File: src/core/regulator_mode_control_pkg.sv
// Constants for the converter rail mode and set point register bank.
// Assumes an AXI4-Lite master with 8-bit byte addresses and 32-bit data.
package regulator_mode_control_pkg;

    // ------------------------------------------------------------
    // Register indices and byte addresses (address = index * 4)
    // ------------------------------------------------------------
    localparam logic [5:0] IDX_CORE_B = 6'h38;
    localparam logic [5:0] IDX_OVR = 6'h3B;
    localparam logic [5:0] IDX_DIS = 6'h3C;
    localparam logic [5:0] IDX_ONEV = 6'h30;
    localparam logic [7:0] ADDR_CORE_B = {IDX_CORE_B, 2'h0};
    localparam logic [7:0] ADDR_OVR = {IDX_OVR, 2'h0};
    localparam logic [7:0] ADDR_DIS = {IDX_DIS, 2'h0};
    localparam logic [7:0] ADDR_ONEV = {IDX_ONEV, 2'h0};

    // ------------------------------------------------------------
    // Field layout and reset values
    // ------------------------------------------------------------
    typedef struct packed {
        logic [1:0] low_power_setpoint_sel;
        logic [1:0] normal_setpoint_sel;
        logic [1:0] exit_standby_mode_load;
        logic [1:0] rail_b_mode_field;
    } core_ctrl_t;

    localparam logic [7:0] RST_CORE_B = 8'h2A;
    localparam logic [5:0] RST_OVR = 6'h3F;
    localparam logic [1:0] RST_DIS = 2'h0;
    localparam logic [1:0] RST_ONEV = 2'h0;
    localparam int OVR_RAIL_B_BIT = 3;

    // ------------------------------------------------------------
    // Field codes
    // ------------------------------------------------------------
    localparam logic [1:0] SEL_OFF = 2'h0;
    localparam logic [1:0] SEL_1 = 2'h1;
    localparam logic [1:0] SEL_2 = 2'h2;
    localparam logic [1:0] SEL_3 = 2'h3;
    localparam logic [1:0] MODE_OFF = 2'h0;
    localparam logic [1:0] MODE_AUTO = 2'h2;
    localparam logic [1:0] MODE_FPWM = 2'h3;

    // ------------------------------------------------------------
    // Set points in mV, discharge in ohms, trims in percent
    // ------------------------------------------------------------
    localparam logic [9:0] MV_0P95 = 10'h3B6;
    localparam logic [9:0] MV_0P90 = 10'h384;
    localparam logic [9:0] MV_0P85 = 10'h352;
    localparam logic [9:0] MV_0P80 = 10'h320;
    localparam logic [9:0] MV_0P75 = 10'h2EE;
    localparam logic [9:0] MV_0P70 = 10'h2BC;
    localparam logic [9:0] OHM_NONE = 10'h000;
    localparam logic [9:0] OHM_125 = 10'h07D;
    localparam logic [9:0] OHM_225 = 10'h0E1;
    localparam logic [9:0] OHM_550 = 10'h226;
    localparam logic [2:0] PCT_NONE = 3'h0;
    localparam logic [2:0] PCT_4 = 3'h4;
    localparam logic [2:0] PCT_3 = 3'h3;
    localparam logic [2:0] PCT_2 = 3'h2;

    // ------------------------------------------------------------
    // Bus responses
    // ------------------------------------------------------------
    localparam logic [1:0] RESP_OKAY = 2'h0;
    localparam logic [1:0] RESP_DECERR = 2'h3;

endpackage

File: src/core/regulator_mode_control_regs.sv
// Mode, set point, standby override and discharge registers of a rail controller.
// Assumes an AXI4-Lite master on clk_in and a standby request pin from outside.
//
// Overview of operation
// - In standby, nonzero low-power select sets 0.70, 0.75 or 0.80 V.
// - Normal select decodes to 0.95, 0.90, 0.85 or 0.80 V.
// - Standby exit edge loads mode bits from exit field; 00 leaves them.
// - Mode 00 disables, 01 and 10 automatic, 11 forced pulse-width.
// - Override bit at 0 forces automatic mode on its rail during standby.
// - Override acts only when the rail's mode is forced pulse-width.
// - Discharge select: none, 125, 225 or 550 ohms.
// - Override register resets with all six bits at 1.
// - Rail control resets to low-power off, exit field 10, mode 10.
// - Percentage low-power select: off, minus 4, minus 3, minus 2 percent.
//
// Register access over AXI4-Lite was chosen for this implementation.
`timescale 1ns/1ps
`default_nettype none

module regulator_mode_control_regs (
    input wire logic clk_in,
    input wire logic sys_rst_in,
    input wire logic standby_request_n_in,
    input wire logic s_axi_awvalid_in,
    output logic s_axi_awready_out,
    input wire logic [7:0] s_axi_awaddr_in,
    input wire logic s_axi_wvalid_in,
    output logic s_axi_wready_out,
    input wire logic [31:0] s_axi_wdata_in,
    input wire logic [3:0] s_axi_wstrb_in,
    output logic s_axi_bvalid_out,
    input wire logic s_axi_bready_in,
    output logic [1:0] s_axi_bresp_out,
    input wire logic s_axi_arvalid_in,
    output logic s_axi_arready_out,
    input wire logic [7:0] s_axi_araddr_in,
    output logic s_axi_rvalid_out,
    input wire logic s_axi_rready_in,
    output logic [31:0] s_axi_rdata_out,
    output logic [1:0] s_axi_rresp_out,
    output logic standby_active_out,
    output logic [9:0] rail_b_setpoint_mv_out,
    output logic rail_b_enable_out,
    output logic rail_b_forced_pwm_out,
    output logic [5:0] rail_force_auto_out,
    output logic [9:0] io_discharge_ohms_out,
    output logic [2:0] one_volt_lp_drop_pct_out
);

    // ------------------------------------------------------------
    // State
    // ------------------------------------------------------------
    typedef struct packed {
        regulator_mode_control_pkg::core_ctrl_t core;
        logic [5:0] ovr;
        logic [1:0] dis;
        logic [1:0] onev;
        logic sync1;
        logic sync2;
        logic stb_prev;
        logic aw_hold;
        logic [7:0] aw_addr;
        logic w_hold;
        logic [7:0] w_data;
        logic w_en;
        logic bvalid;
        logic [1:0] bresp;
        logic rvalid;
        logic [7:0] rdata;
        logic [1:0] rresp;
        logic stby;
        logic [9:0] setpt;
        logic en;
        logic fpwm;
        logic [5:0] force_auto;
        logic [9:0] ohms;
        logic [2:0] pct;
    } state_t;

    state_t st_ff;
    state_t nxt_st;

    // ------------------------------------------------------------
    // Decoders
    // ------------------------------------------------------------
    // Register hit for a byte address; low address bits ignored
    function automatic logic [3:0] reg_hit(input logic [7:0] addr);
        reg_hit = {addr[7:2] == regulator_mode_control_pkg::IDX_CORE_B,
                   addr[7:2] == regulator_mode_control_pkg::IDX_OVR,
                   addr[7:2] == regulator_mode_control_pkg::IDX_DIS,
                   addr[7:2] == regulator_mode_control_pkg::IDX_ONEV};
    endfunction

    function automatic logic [9:0] normal_mv(input logic [1:0] sel);
        case (sel)
            regulator_mode_control_pkg::SEL_OFF: normal_mv = regulator_mode_control_pkg::MV_0P95;
            regulator_mode_control_pkg::SEL_1: normal_mv = regulator_mode_control_pkg::MV_0P90;
            regulator_mode_control_pkg::SEL_2: normal_mv = regulator_mode_control_pkg::MV_0P85;
            default: normal_mv = regulator_mode_control_pkg::MV_0P80;
        endcase
    endfunction

    function automatic logic [9:0] low_power_mv(input logic [1:0] sel);
        case (sel)
            regulator_mode_control_pkg::SEL_1: low_power_mv = regulator_mode_control_pkg::MV_0P70;
            regulator_mode_control_pkg::SEL_2: low_power_mv = regulator_mode_control_pkg::MV_0P75;
            default: low_power_mv = regulator_mode_control_pkg::MV_0P80;
        endcase
    endfunction

    logic rise_edge;
    logic [1:0] eff_mode;
    logic [3:0] wr_hit;
    logic [3:0] rd_hit;

    // ------------------------------------------------------------
    // Next-state logic
    // ------------------------------------------------------------
    always_comb begin
        nxt_st = st_ff;
        // Two-flop synchroniser; only the second stage feeds logic
        nxt_st.sync1 = standby_request_n_in;
        nxt_st.sync2 = st_ff.sync1;
        nxt_st.stb_prev = st_ff.sync2;
        rise_edge = st_ff.sync2 && !st_ff.stb_prev;
        wr_hit = reg_hit(st_ff.aw_addr);
        rd_hit = reg_hit(s_axi_araddr_in);

        // Address and data are caught separately, in either order
        if (s_axi_awvalid_in && !st_ff.aw_hold) begin
            nxt_st.aw_hold = 1'b1;
            nxt_st.aw_addr = s_axi_awaddr_in;
        end
        if (s_axi_wvalid_in && !st_ff.w_hold) begin
            nxt_st.w_hold = 1'b1;
            nxt_st.w_data = s_axi_wdata_in[7:0];
            nxt_st.w_en = s_axi_wstrb_in[0];
        end

        // Commit once both halves are held and no response is pending
        if (st_ff.aw_hold && st_ff.w_hold && !st_ff.bvalid) begin
            nxt_st.aw_hold = 1'b0;
            nxt_st.w_hold = 1'b0;
            nxt_st.bvalid = 1'b1;
            nxt_st.bresp = (wr_hit != 4'h0) ? regulator_mode_control_pkg::RESP_OKAY
                                            : regulator_mode_control_pkg::RESP_DECERR;
            if (st_ff.w_en) begin
                if (wr_hit[3]) begin
                    nxt_st.core = st_ff.w_data;
                end
                // Only the implemented low bits are stored
                if (wr_hit[2]) begin
                    nxt_st.ovr = st_ff.w_data[5:0];
                end
                if (wr_hit[1]) begin
                    nxt_st.dis = st_ff.w_data[1:0];
                end
                if (wr_hit[0]) begin
                    nxt_st.onev = st_ff.w_data[1:0];
                end
            end
        end else if (st_ff.bvalid && s_axi_bready_in) begin
            nxt_st.bvalid = 1'b0;
        end

        // Exit load wins over a bus write of the mode bits in the same cycle
        if (rise_edge && st_ff.core.exit_standby_mode_load != regulator_mode_control_pkg::SEL_OFF) begin
            nxt_st.core.rail_b_mode_field = st_ff.core.exit_standby_mode_load;
        end

        // Read path; reserved bits come back as zero
        if (s_axi_arvalid_in && !st_ff.rvalid) begin
            nxt_st.rvalid = 1'b1;
            nxt_st.rresp = (rd_hit != 4'h0) ? regulator_mode_control_pkg::RESP_OKAY
                                            : regulator_mode_control_pkg::RESP_DECERR;
            nxt_st.rdata = ({8{rd_hit[3]}} & st_ff.core)
                         | ({8{rd_hit[2]}} & {2'h0, st_ff.ovr})
                         | ({8{rd_hit[1]}} & {6'h00, st_ff.dis})
                         | ({8{rd_hit[0]}} & {6'h00, st_ff.onev});
        end else if (st_ff.rvalid && s_axi_rready_in) begin
            nxt_st.rvalid = 1'b0;
        end

        // Rail set point: low-power value only while in standby
        nxt_st.stby = !st_ff.sync2;
        if (!st_ff.sync2 && st_ff.core.low_power_setpoint_sel != regulator_mode_control_pkg::SEL_OFF) begin
            nxt_st.setpt = low_power_mv(st_ff.core.low_power_setpoint_sel);
        end else begin
            nxt_st.setpt = normal_mv(st_ff.core.normal_setpoint_sel);
        end

        // Override only demotes forced pulse-width, never another mode
        eff_mode = st_ff.core.rail_b_mode_field;
        if (!st_ff.sync2 && !st_ff.ovr[regulator_mode_control_pkg::OVR_RAIL_B_BIT]
            && eff_mode == regulator_mode_control_pkg::MODE_FPWM) begin
            eff_mode = regulator_mode_control_pkg::MODE_AUTO;
        end
        nxt_st.en = eff_mode != regulator_mode_control_pkg::MODE_OFF;
        nxt_st.fpwm = eff_mode == regulator_mode_control_pkg::MODE_FPWM;

        // Other rails apply this only when their own mode is forced
        nxt_st.force_auto = {6{!st_ff.sync2}} & ~st_ff.ovr;

        case (st_ff.dis)
            regulator_mode_control_pkg::SEL_OFF: nxt_st.ohms = regulator_mode_control_pkg::OHM_NONE;
            regulator_mode_control_pkg::SEL_1: nxt_st.ohms = regulator_mode_control_pkg::OHM_125;
            regulator_mode_control_pkg::SEL_2: nxt_st.ohms = regulator_mode_control_pkg::OHM_225;
            default: nxt_st.ohms = regulator_mode_control_pkg::OHM_550;
        endcase

        case (st_ff.onev)
            regulator_mode_control_pkg::SEL_OFF: nxt_st.pct = regulator_mode_control_pkg::PCT_NONE;
            regulator_mode_control_pkg::SEL_1: nxt_st.pct = regulator_mode_control_pkg::PCT_4;
            regulator_mode_control_pkg::SEL_2: nxt_st.pct = regulator_mode_control_pkg::PCT_3;
            default: nxt_st.pct = regulator_mode_control_pkg::PCT_2;
        endcase

        // Synchronous reset; synchroniser starts at the idle (high) level
        if (sys_rst_in) begin
            nxt_st = '0;
            nxt_st.core = regulator_mode_control_pkg::RST_CORE_B;
            nxt_st.ovr = regulator_mode_control_pkg::RST_OVR;
            nxt_st.dis = regulator_mode_control_pkg::RST_DIS;
            nxt_st.onev = regulator_mode_control_pkg::RST_ONEV;
            nxt_st.sync1 = 1'b1;
            nxt_st.sync2 = 1'b1;
            nxt_st.stb_prev = 1'b1;
        end
    end

    // ------------------------------------------------------------
    // State register
    // ------------------------------------------------------------
    always_ff @(posedge clk_in) begin
        st_ff <= nxt_st;
    end

    // Ready outputs are combinational, valid, response and data from flops
    assign s_axi_awready_out = !st_ff.aw_hold;
    assign s_axi_wready_out = !st_ff.w_hold;
    assign s_axi_bvalid_out = st_ff.bvalid;
    assign s_axi_bresp_out = st_ff.bresp;
    assign s_axi_arready_out = !st_ff.rvalid;
    assign s_axi_rvalid_out = st_ff.rvalid;
    assign s_axi_rdata_out = {24'h000000, st_ff.rdata};
    assign s_axi_rresp_out = st_ff.rresp;
    assign standby_active_out = st_ff.stby;
    assign rail_b_setpoint_mv_out = st_ff.setpt;
    assign rail_b_enable_out = st_ff.en;
    assign rail_b_forced_pwm_out = st_ff.fpwm;
    assign rail_force_auto_out = st_ff.force_auto;
    assign io_discharge_ohms_out = st_ff.ohms;
    assign one_volt_lp_drop_pct_out = st_ff.pct;
endmodule

`default_nettype wire

File: config.mk
export PLATFORM = sky130hd
export DESIGN_NAME = regulator_mode_control_regs
export DESIGN_NICKNAME = d
export VERILOG_FILES = /design/src/core/regulator_mode_control_pkg.sv /design/src/core/regulator_mode_control_regs.sv
export SDC_FILE = /design/constraint.sdc
export NUM_CORES = 1
export LEC_CHECK = 0
export CAP_MARGIN = 0
export CORE_MARGIN = 1.5
export CORE_UTILIZATION = 51
export CTS_CLUSTER_DIAMETER = 100
export CTS_CLUSTER_SIZE = 30
export DETAILED_ROUTE_END_ITERATION = 8
export DONT_BUFFER_PORTS = 1
export GPL_TIMING_DRIVEN = 0
export HOLD_SLACK_MARGIN = 0.03
export PLACE_DENSITY_LB_ADDON = 0.2
export SLEW_MARGIN = 40
export SYNTH_ARGS = -nofsm -noshare
export SYNTH_HDL_FRONTEND = slang
export SYNTH_SLANG_ARGS = --single-unit
export TNS_END_PERCENT = 1
File: constraint.sdc
create_clock -name clk_in -period 3.27 [get_ports clk_in]
set_input_delay 0.1635 -clock clk_in [delete_from_list [all_inputs] [get_ports clk_in]]
set_output_delay 0.1635 -clock clk_in [all_outputs]
set_load 0.03 [all_outputs]
After elaboration in Yosys (flattened, before gate mapping)
Index checks and enable logic that the tools add are counted.
{"block": "totals", "regBits": 86, "input_bits": 60, "out_inout_bits": 73, "elab_cells": 111}
{"block": "classes", "n_eq_ne": 18, "mux": 19, "bitwise_logic": 9, "n_reduce_logical": 38}
{"cell": "6-bit == test (second input constant)", "n": 8}
{"cell": "10-bit case mux with 3 select lines", "n": 1}
{"cell": "12-bit 2-to-1 mux", "n": 2}
{"cell": "8-bit bitwise OR", "n": 3}
{"cell": "8-bit case mux with 3 select lines", "n": 1}
{"cell": "9-bit case mux with 2 select lines", "n": 1}
{"cell": "8-bit by 2-bit bitwise AND with 8-bit output", "n": 2}
{"cell": "2-bit nonzero test", "n": 8}
{"cell": "3-bit AND reduction", "n": 5}
{"cell": "2-bit 2-to-1 mux", "n": 7}
{"cell": "2-bit == test (second input constant)", "n": 6}
{"cell": "1-bit logical AND", "n": 12}
{"cell": "10-bit 2-to-1 mux", "n": 1}
{"cell": "3-bit case mux with 3 select lines", "n": 1}
{"cell": "8-bit by 6-bit bitwise AND with 8-bit output", "n": 1}
{"cell": "8-bit bitwise AND", "n": 1}
{"cell": "2-bit by 1-bit == test with 1-bit output (second input constant)", "n": 4}
{"cell": "4-bit nonzero test", "n": 2}
{"cell": "1-bit logical NOT", "n": 7}
{"cell": "6-bit bitwise AND", "n": 1}
{"cell": "2-bit logical NOT", "n": 3}
{"cell": "6-bit 2-to-1 mux", "n": 1}
{"cell": "6-bit inverter", "n": 1}
{"cell": "1-bit 2-to-1 mux", "n": 4}
{"cell": "2-bit OR reduction", "n": 1}

Longest topological paths before layout
Gate-level depths: netlist of run 1.
{"block": "logic_depth", "depth_word": 5, "ltp_mapped": 6, "depth_no_buf": 6}

Worst setup path after synthesis of run 1
OpenSTA, ideal clock, no wires.
{"block": "synth_timing", "path_kind": "reg-to-reg", "from": "register st_ff, in the netlist s_axi_bvalid_out", "to": "register st_ff[72] in the netlist's numbering", "setup_time_ns": 0.129, "arrival_ns": 1.574, "required_time_ns": 3.141, "slack_ns": 1.567, "path_stages_with_launch": 5, "path_buffers": 0, "path_cell_list": "dfxtp_1 > nand3b_1 > nor4_4 > mux2i_1 > nand2_1"}
{"block": "synth_via", "elab_chain_len": 3}
{"element": "start, declared", "line": "regulator_mode_control_regs.sv:80", "text": "state_t st_ff;"}
{"element": "start signal, assigned", "line": "regulator_mode_control_regs.sv:235", "text": "st_ff <= nxt_st;"}
{"element": "1-bit logical NOT", "line": "regulator_mode_control_regs.sv:141", "text": "if (st_ff.aw_hold && st_ff.w_hold && !st_ff.bvalid) begin"}
{"element": "1-bit logical AND", "line": "regulator_mode_control_regs.sv:141"}
{"element": "3-bit AND reduction (no line)"}
No other way between the ends.
A chain may end at the register's enable or synchronous reset.

Final worst setup path of run 1
{"block": "layout_timing", "from": "register st_ff, in the netlist s_axi_bvalid_out", "to": "register st_ff[73] in the netlist's numbering"}
Same word-level chain as after synthesis.

==> results of run 1 <==
per-layer routing:
layer  up-vias  wire length, um  part of all wire
li1       1240                -                 -
met2        94             3180              0.47
met3        10              468             0.069
met4         0              135             0.020
met5         -                0                 0
met1      1090             3030              0.44
timing repair:
action                                  CTS  global route
hold buffers                             24             0
endpoints found under the hold margin    25             0
endpoints found under the setup margin    0             0
flip-flops by register name, indices dropped and copies added (netlist names):
register                  flops
st_ff                        38
s_axi_bresp_out               1
standby_active_out            1
rail_b_forced_pwm_out         1
rail_force_auto_out           6
s_axi_rvalid_out              1
s_axi_rresp_out               1
rail_b_enable_out             1
one_volt_lp_drop_pct_out      3
io_discharge_ohms_out         6
rail_b_setpoint_mv_out        8
s_axi_rdata_out               8
s_axi_bvalid_out              1
worst register-to-register path, delay by kind of cell, from the launching register on:
family | cells | cell delay [ns]
mux | 1 | 0.27
simple gates | 3 | 1.15
flops | 1 | 0.43
final cells by class:
class	instances	area [um^2]	area share
clock buffer	11	151	0.0377
multi-input combinational	227	1350	0.335
timing repair buffer	24	240	0.0599
sequential	76	1520	0.379
clock inverter	4	72.6	0.0181
inverter	13	48.8	0.0122
buffer	75	537	0.134
tap	77	96.3	0.0240
cells in the mapped netlist:
master / count / share of area
nor2_1: 39 / 0.044
buf_6: 1 / 0.0034
or4b_4: 1 / 0.0041
and3_1: 3 / 0.0056
nand3_1: 3 / 0.0045
clkbuf_1: 8 / 0.0089
nor4_4: 1 / 0.0063
nand2b_1: 2 / 0.0037
a21oi_1: 19 / 0.028
o211ai_1: 2 / 0.0045
dfxtp_1: 76 / 0.45
o21ai_0: 14 / 0.021
o2bb2ai_1: 1 / 0.0026
a221oi_1: 4 / 0.010
or2_2: 4 / 0.0074
nor3_4: 1 / 0.0048
nor3b_1: 3 / 0.0067
mux2i_1: 22 / 0.066
nor3_1: 5 / 0.0074
o221ai_1: 1 / 0.0026
or2b_1: 2 / 0.0045
a31oi_1: 2 / 0.0037
nor4_2: 1 / 0.0037
ha_1: 12 / 0.045
o2111a_1: 1 / 0.0034
buf_4: 66 / 0.15
a41oi_1: 1 / 0.0026
nand3b_1: 1 / 0.0022
nor2b_1: 9 / 0.017
a22oi_1: 2 / 0.0045
nor4_1: 2 / 0.0037
a211oi_1: 1 / 0.0022
nand2_1: 41 / 0.046
conb_1: 1 / 0.0011
inv_1: 13 / 0.015
o32ai_2: 1 / 0.0048
power by group:
part,total [mW],switching [mW],internal (mW)
sequential,0.982,0.0282,0.954
combinational,0.225,0.138,0.0875
clock,0.790,0.324,0.466
worst min-delay path by stage:
stage / from / to / slack (ns) / depth (start not counted)
floorplan: sys_rst_in / io_discharge_ohms_out[1]$_SDFF_PP0_ / 0.24 / 1
global placement: sys_rst_in / io_discharge_ohms_out[1]$_SDFF_PP0_ / 0.25 / 1
detailed placement: sys_rst_in / io_discharge_ohms_out[1]$_SDFF_PP0_ / 0.25 / 1
CTS: s_axi_araddr_in[3] / s_axi_rdata_out[7]$_SDFFE_PP0P_ / 0.05 / 3
global route: s_axi_araddr_in[3] / s_axi_rdata_out[7]$_SDFFE_PP0P_ / 0.09 / 3
finish: s_axi_araddr_in[3] / s_axi_rdata_out[7]$_SDFFE_PP0P_ / 0.07 / 3
logic make-up (layout without fill, tap and decap cells):
family,after synthesis,after routing,share of synthesized area
compound gates,49,49,0.0905
mux,22,22,0.0655
other cells,1,26,0.00112
buf+inv,88,127,0.174
flops,76,76,0.453
simple gates,118,118,0.171
fa+ha+maj,12,12,0.0447
through the flow:
stage	cells	area [um^2]	setup slack, ns
2_1_floorplan	391	3450	1.57
4_1_cts	507	4010	1.29
6_report	507	4010	1.29
3_5_place_dp	468	3550	1.31
5_1_grt	507	4010	1.14
3_3_place_gp	468	3550	1.36
layout by cell type, fill, tap and decap left out, types with 3 or more instances in the layout:
cell,instances
clkbuf_8,11
nand2_1,41
dlygate4sd3_1,24
inv_1,13
clkbuf_1,8
nor3_1,5
nor2b_1,9
a21oi_1,19
nor3b_1,3
nand3_1,3
o21ai_0,14
and3_1,3
or2_2,4
nor2_1,39
a221oi_1,4
dfxtp_1,76
ha_1,12
conb_1,26
mux2i_1,22
buf_4,66
==> impl_metrics.yaml, run 1 <==
status:
  status: "completed"
drt:
  wl_per_cell_um: 13.4
  ant_nets: 0
  via_per_inst: 4.80
  drt_iter0_drc: 110
  routed_wl_um: 6820
  drtPass1Iterations: 4
  route.detailed.drc: 0
  via_count: 2434
floorplanning:
  core_um2: 6350
  die_x_um: 84.2
  initial_core_util: 0.529
  rows: 29
  die_h_um: 84.2
  die_area_um2: 7080
  io_pins: 133
sta:
  worst_pin_slew_ns: 0.671
  drv_slew: 0
  clock-skew-final_ns: 0.0102
  slew_headroom: 0.549
  fin_tns_setup_ns: 0
  period_share: 0.606
  max_clock_freq_mhz: 505
  finalSetupViolCount: 0
  finalHoldViolations: 0
  hold_slack_ns: 0.0700
  layout_min_cycle_time_ns: 1.98
  rsz0062_at_grt: "no"
setup_path:
  reg2reg_from: "s_axi_bvalid_out$_SDFFE_PP0P_"
  critPathLaunchType: "flop"
  r2r_cells: 4
  r2r_end: "st_ff[73]$_SDFFE_PP1P_"
  end_kind: "flop"
  endpoint: "st_ff[73]$_SDFFE_PP1P_"
  r2r_slack_ns: 1.29
  crit_type: "flop to flop"
  cpPeakStageDelay_ns: 0.69
  crit_chain: "nand3b_1 -> nor4_4 -> mux2i_1 -> nand2_1"
  arrival_ns: 2.21
  slowest_stage: "nor4_4"
  path_buf_inv: 0
  path_depth: 4
  worstPathMaxFanout: 6
  required_ns: 3.49
  cp-startpoint: "s_axi_bvalid_out$_SDFFE_PP0P_"
  cp_top_family: "simple AND/OR/NAND/NOR gates"
logic_synthesis:
  ys_types: 36
  synthCells: 366
  ys_ff_latch: 76
  syn_avg_cell_area_um2: 9.18
  ys_seq_area_frac: 0.453
  ys_warn_count: 0
  synth_area_um2: 3360
worst_hold_path:
  hp-class: "input port to flop"
placed_design:
  hpwl_um: 4800
  numPortBuffers: 0
  place_congestion: 0.854
cts:
  clkTransAtPathRegs_ns: 0.08
  cts_tree: "yes"
  cts_root_buf: "clkbuf_8"
  ctsResizeCount: 0
  clock_latency_ns: 0.35
  clockBufferDepth: 2
  cts.sinks: 76
  postCtsSetupBuffers: 0
  htree_num_levels: 3
  numCtsBuffers: 9
cells_and_area:
  finish.utilization: 0.632
  fin_nets: 498
  layout-drive-gt1-share: 0.212
  area_delta_synth_final_pct: 19.5
  n_fill_cell: 565
  antenna_cells: 0
global_route:
  grt_max_degree: 13
  antenna_found_initial: 0
  top_usage_layer: "met2"
  grtUsageMet3: 0.0659
  grt_pass1_wl_um: 11200
  overflow: 0
  grtUsageMet2: 0.319
  grtUsageMet1: 0.260
  grtUsageTotal: 0.205
  grt_pass1_vias: 2324
pwr:
  power_density_nw_per_um2: 498
  p_leak_nw: 1.75
  ir_drop_uv: 285
  power_mw: 2.00
run:
  cap_violations: 0
No activity file was read; power rests on OpenSTA's default activity.
==> inputs of run 2 (changes only) <==
==> constraint.sdc (replaced) <==
create_clock -name clk_in -period 1.8 [get_ports clk_in]
set_input_delay 0.09 -clock clk_in [delete_from_list [all_inputs] [get_ports clk_in]]
set_output_delay 0.09 -clock clk_in [all_outputs]
set_load 0.03 [all_outputs]
==> run 2 against run 1 <==
First-iteration DRC count grew 10%. Largest power group unchanged. Worst setup slack worse by 1.3 ns. Clock-buffer cell count unchanged. Sequential power up 81%. Highest routed layer unchanged. Die area is the same. Sequential share of layout area is 0.48 points lower. Hold slack got worse by 0.021 ns. Clock skew up 0.0027 ns. Wire length rose by 1.0%.
==> impl_metrics.yaml, run 2 (same netlist as run 1, synthesis figures left out) <==
placed_design:
  numPortBuffers: 0
  dp.cells: 468
  place_congestion: 0.854
  hpwl_um: 4800
  pre_cts_ws_ns: -0.160
cts:
  numCtsBuffers: 9
  clock_latency_ns: 0.35
  cts_root_buf: "clkbuf_8"
  clockBufferDepth: 2
  cts_tree: "yes"
  clkTransAtPathRegs_ns: 0.08
  cts.sinks: 76
  htree_num_levels: 3
drt:
  drtPass1Iterations: 4
  ant_nets: 0
  via_per_inst: 4.79
  drt_iter0_drc: 121
  wl_per_cell_um: 13.5
  routed_wl_um: 6890
  route.detailed.drc: 0
  via_count: 2449
cells_and_area:
  finish.utilization: 0.642
  layout.cells.most_common: "dfxtp_1"
  mostFrequentLayoutCells: "dfxtp_1, buf_4, nand2_1, nor2_1"
  largest_reg_flops: 38
  largest_register: "st_ff"
  area_delta_synth_final_pct: 21.4
  antenna_cells: 0
  fin_nets: 502
  final_cells: 511
  layout-drive-gt1-share: 0.228
floorplanning:
  rows: 29
  io_pins: 133
  core_um2: 6350
  die_area_um2: 7080
  die_x_um: 84.2
  initial_core_util: 0.529
  die_h_um: 84.2
setup_path:
  cp-startpoint: "sys_rst_in"
  crit_type: "input port to flop"
  critPathLaunchType: "input port"
  r2r_slack_ns: 0.04
  required_ns: 2.04
  r2r_end: "st_ff[79]$_SDFFE_PP1P_"
  end_kind: "flop"
  r2r_cells: 5
  worstPathMaxFanout: 10
  reg2reg_from: "st_ff[58]$_SDFFE_PP0P_"
  arrival_ns: 2.01
global_route:
  antenna_found_initial: 0
  grt_pass1_vias: 2368
  overflow: 0
  grt_pass1_wl_um: 11400
  grt_max_degree: 13
  grtUsageTotal: 0.208
worst_hold_path:
  hold_end: "s_axi_rresp_out[0]$_SDFFE_PP0P_"
  hp-class: "input port to flop"
  hold-path-cell-count: 3
  holdCritStartpoint: "s_axi_araddr_in[7]"
pwr:
  ir_drop_uv: 517
  power_density_nw_per_um2: 894
  p_leak_nw: 1.78
  power_mw: 3.65
sta:
  rsz0062_at_grt: "yes"
  setup_ws_ns: 0.0274
  worst_pin_slew_ns: 0.662
  period_share: 0.985
  slew_headroom: 0.555
  hold_slack_ns: 0.0489
  max_clock_freq_mhz: 564
  finalSetupViolCount: 0
  layout_min_cycle_time_ns: 1.77
  clock-skew-final_ns: 0.0130
  finalHoldViolations: 0
  drv_slew: 0
status:
  status: "completed"
run:
  cap_violations: 0
-- run 2: changes by cell type in the layout (fill, tap and decap cells not counted) --
cell,change
buf_4,+1
dfxtp_1,-4
dlygate4sd3_1,+2
nor4_2,+2
nor4_1,-2
dfxtp_2,+4
buf_12,+1
-- run 2: worst max path at each step --
| stage | to | slack (ns) | depth (start not counted) |
|---|---|---|---|
| final | s_axi_rvalid_out$_SDFFE_PP0P_ | 0.03 | 5 |
| after global routing | s_axi_rvalid_out$_SDFFE_PP0P_ | -0.07 | 5 |
| after CTS | st_ff[79]$_SDFFE_PP1P_ | -0.07 | 4 |
| after detailed placement | st_ff[73]$_SDFFE_PP1P_ | -0.16 | 4 |
| after global placement | st_ff[73]$_SDFFE_PP1P_ | -0.11 | 4 |
| after floorplan | st_ff[72]$_SDFFE_PP1P_ | 0.1 | 4 |
-- run 2: where the power goes --
part	leakage [nW]	switching [mW]	internal [mW]	total, mW
clock network	0.111	0.599	0.846	1.45
registers	0.622	0.0515	1.73	1.78
logic	1.04	0.253	0.162	0.415
total	1.78	0.904	2.74	3.65
-- run 2: area by class of cell --
type                       instances  area (um^2)
buffer                            75          537
clock buffer                      11          151
clock inverter                     4         72.6
fill                             561         2270
inverter                          13         48.8
multi-input combinational        227         1360
sequential                        76         1530
tap                               77         96.3
timing repair buffer              28          288
-- run 2: per-layer routing --
layer / up-vias / track usage / wire length, um
met4: 0 / 0.0984 / 155
li1: 1247 / - / -
met2: 90 / 0.324 / 3200
met3: 11 / 0.0639 / 454
met5: - / 0 / 0
met1: 1101 / 0.265 / 3080
-- run 2: stage by stage --
step	TNS [ns]	area, um^2
floorplan	0	3450
global placement	-0.802	3550
detailed placement	-1.21	3550
CTS	-0.148	4040
global route	-0.125	4080
finish	0	4080
-- run 2: worst max-delay path, cell delays in order --
cell	delay, ns
dlygate4sd3_1	0.59
buf_6	0.17
clkbuf_1	0.49
a211oi_1	0.08
dlygate4sd3_1	0.58
-- run 2: repair_timing --
| item | 4_1_cts | 5_1_grt |
|---|---|---|
| setup endpoints to repair | 12 | 11 |
| setup buffers | 1 | 1 |
| hold buffers | 26 | 0 |
| resized for setup | 2 | 4 |
| pin swaps | 1 | 1 |
| endpoints found under the hold margin | 34 | 0 |
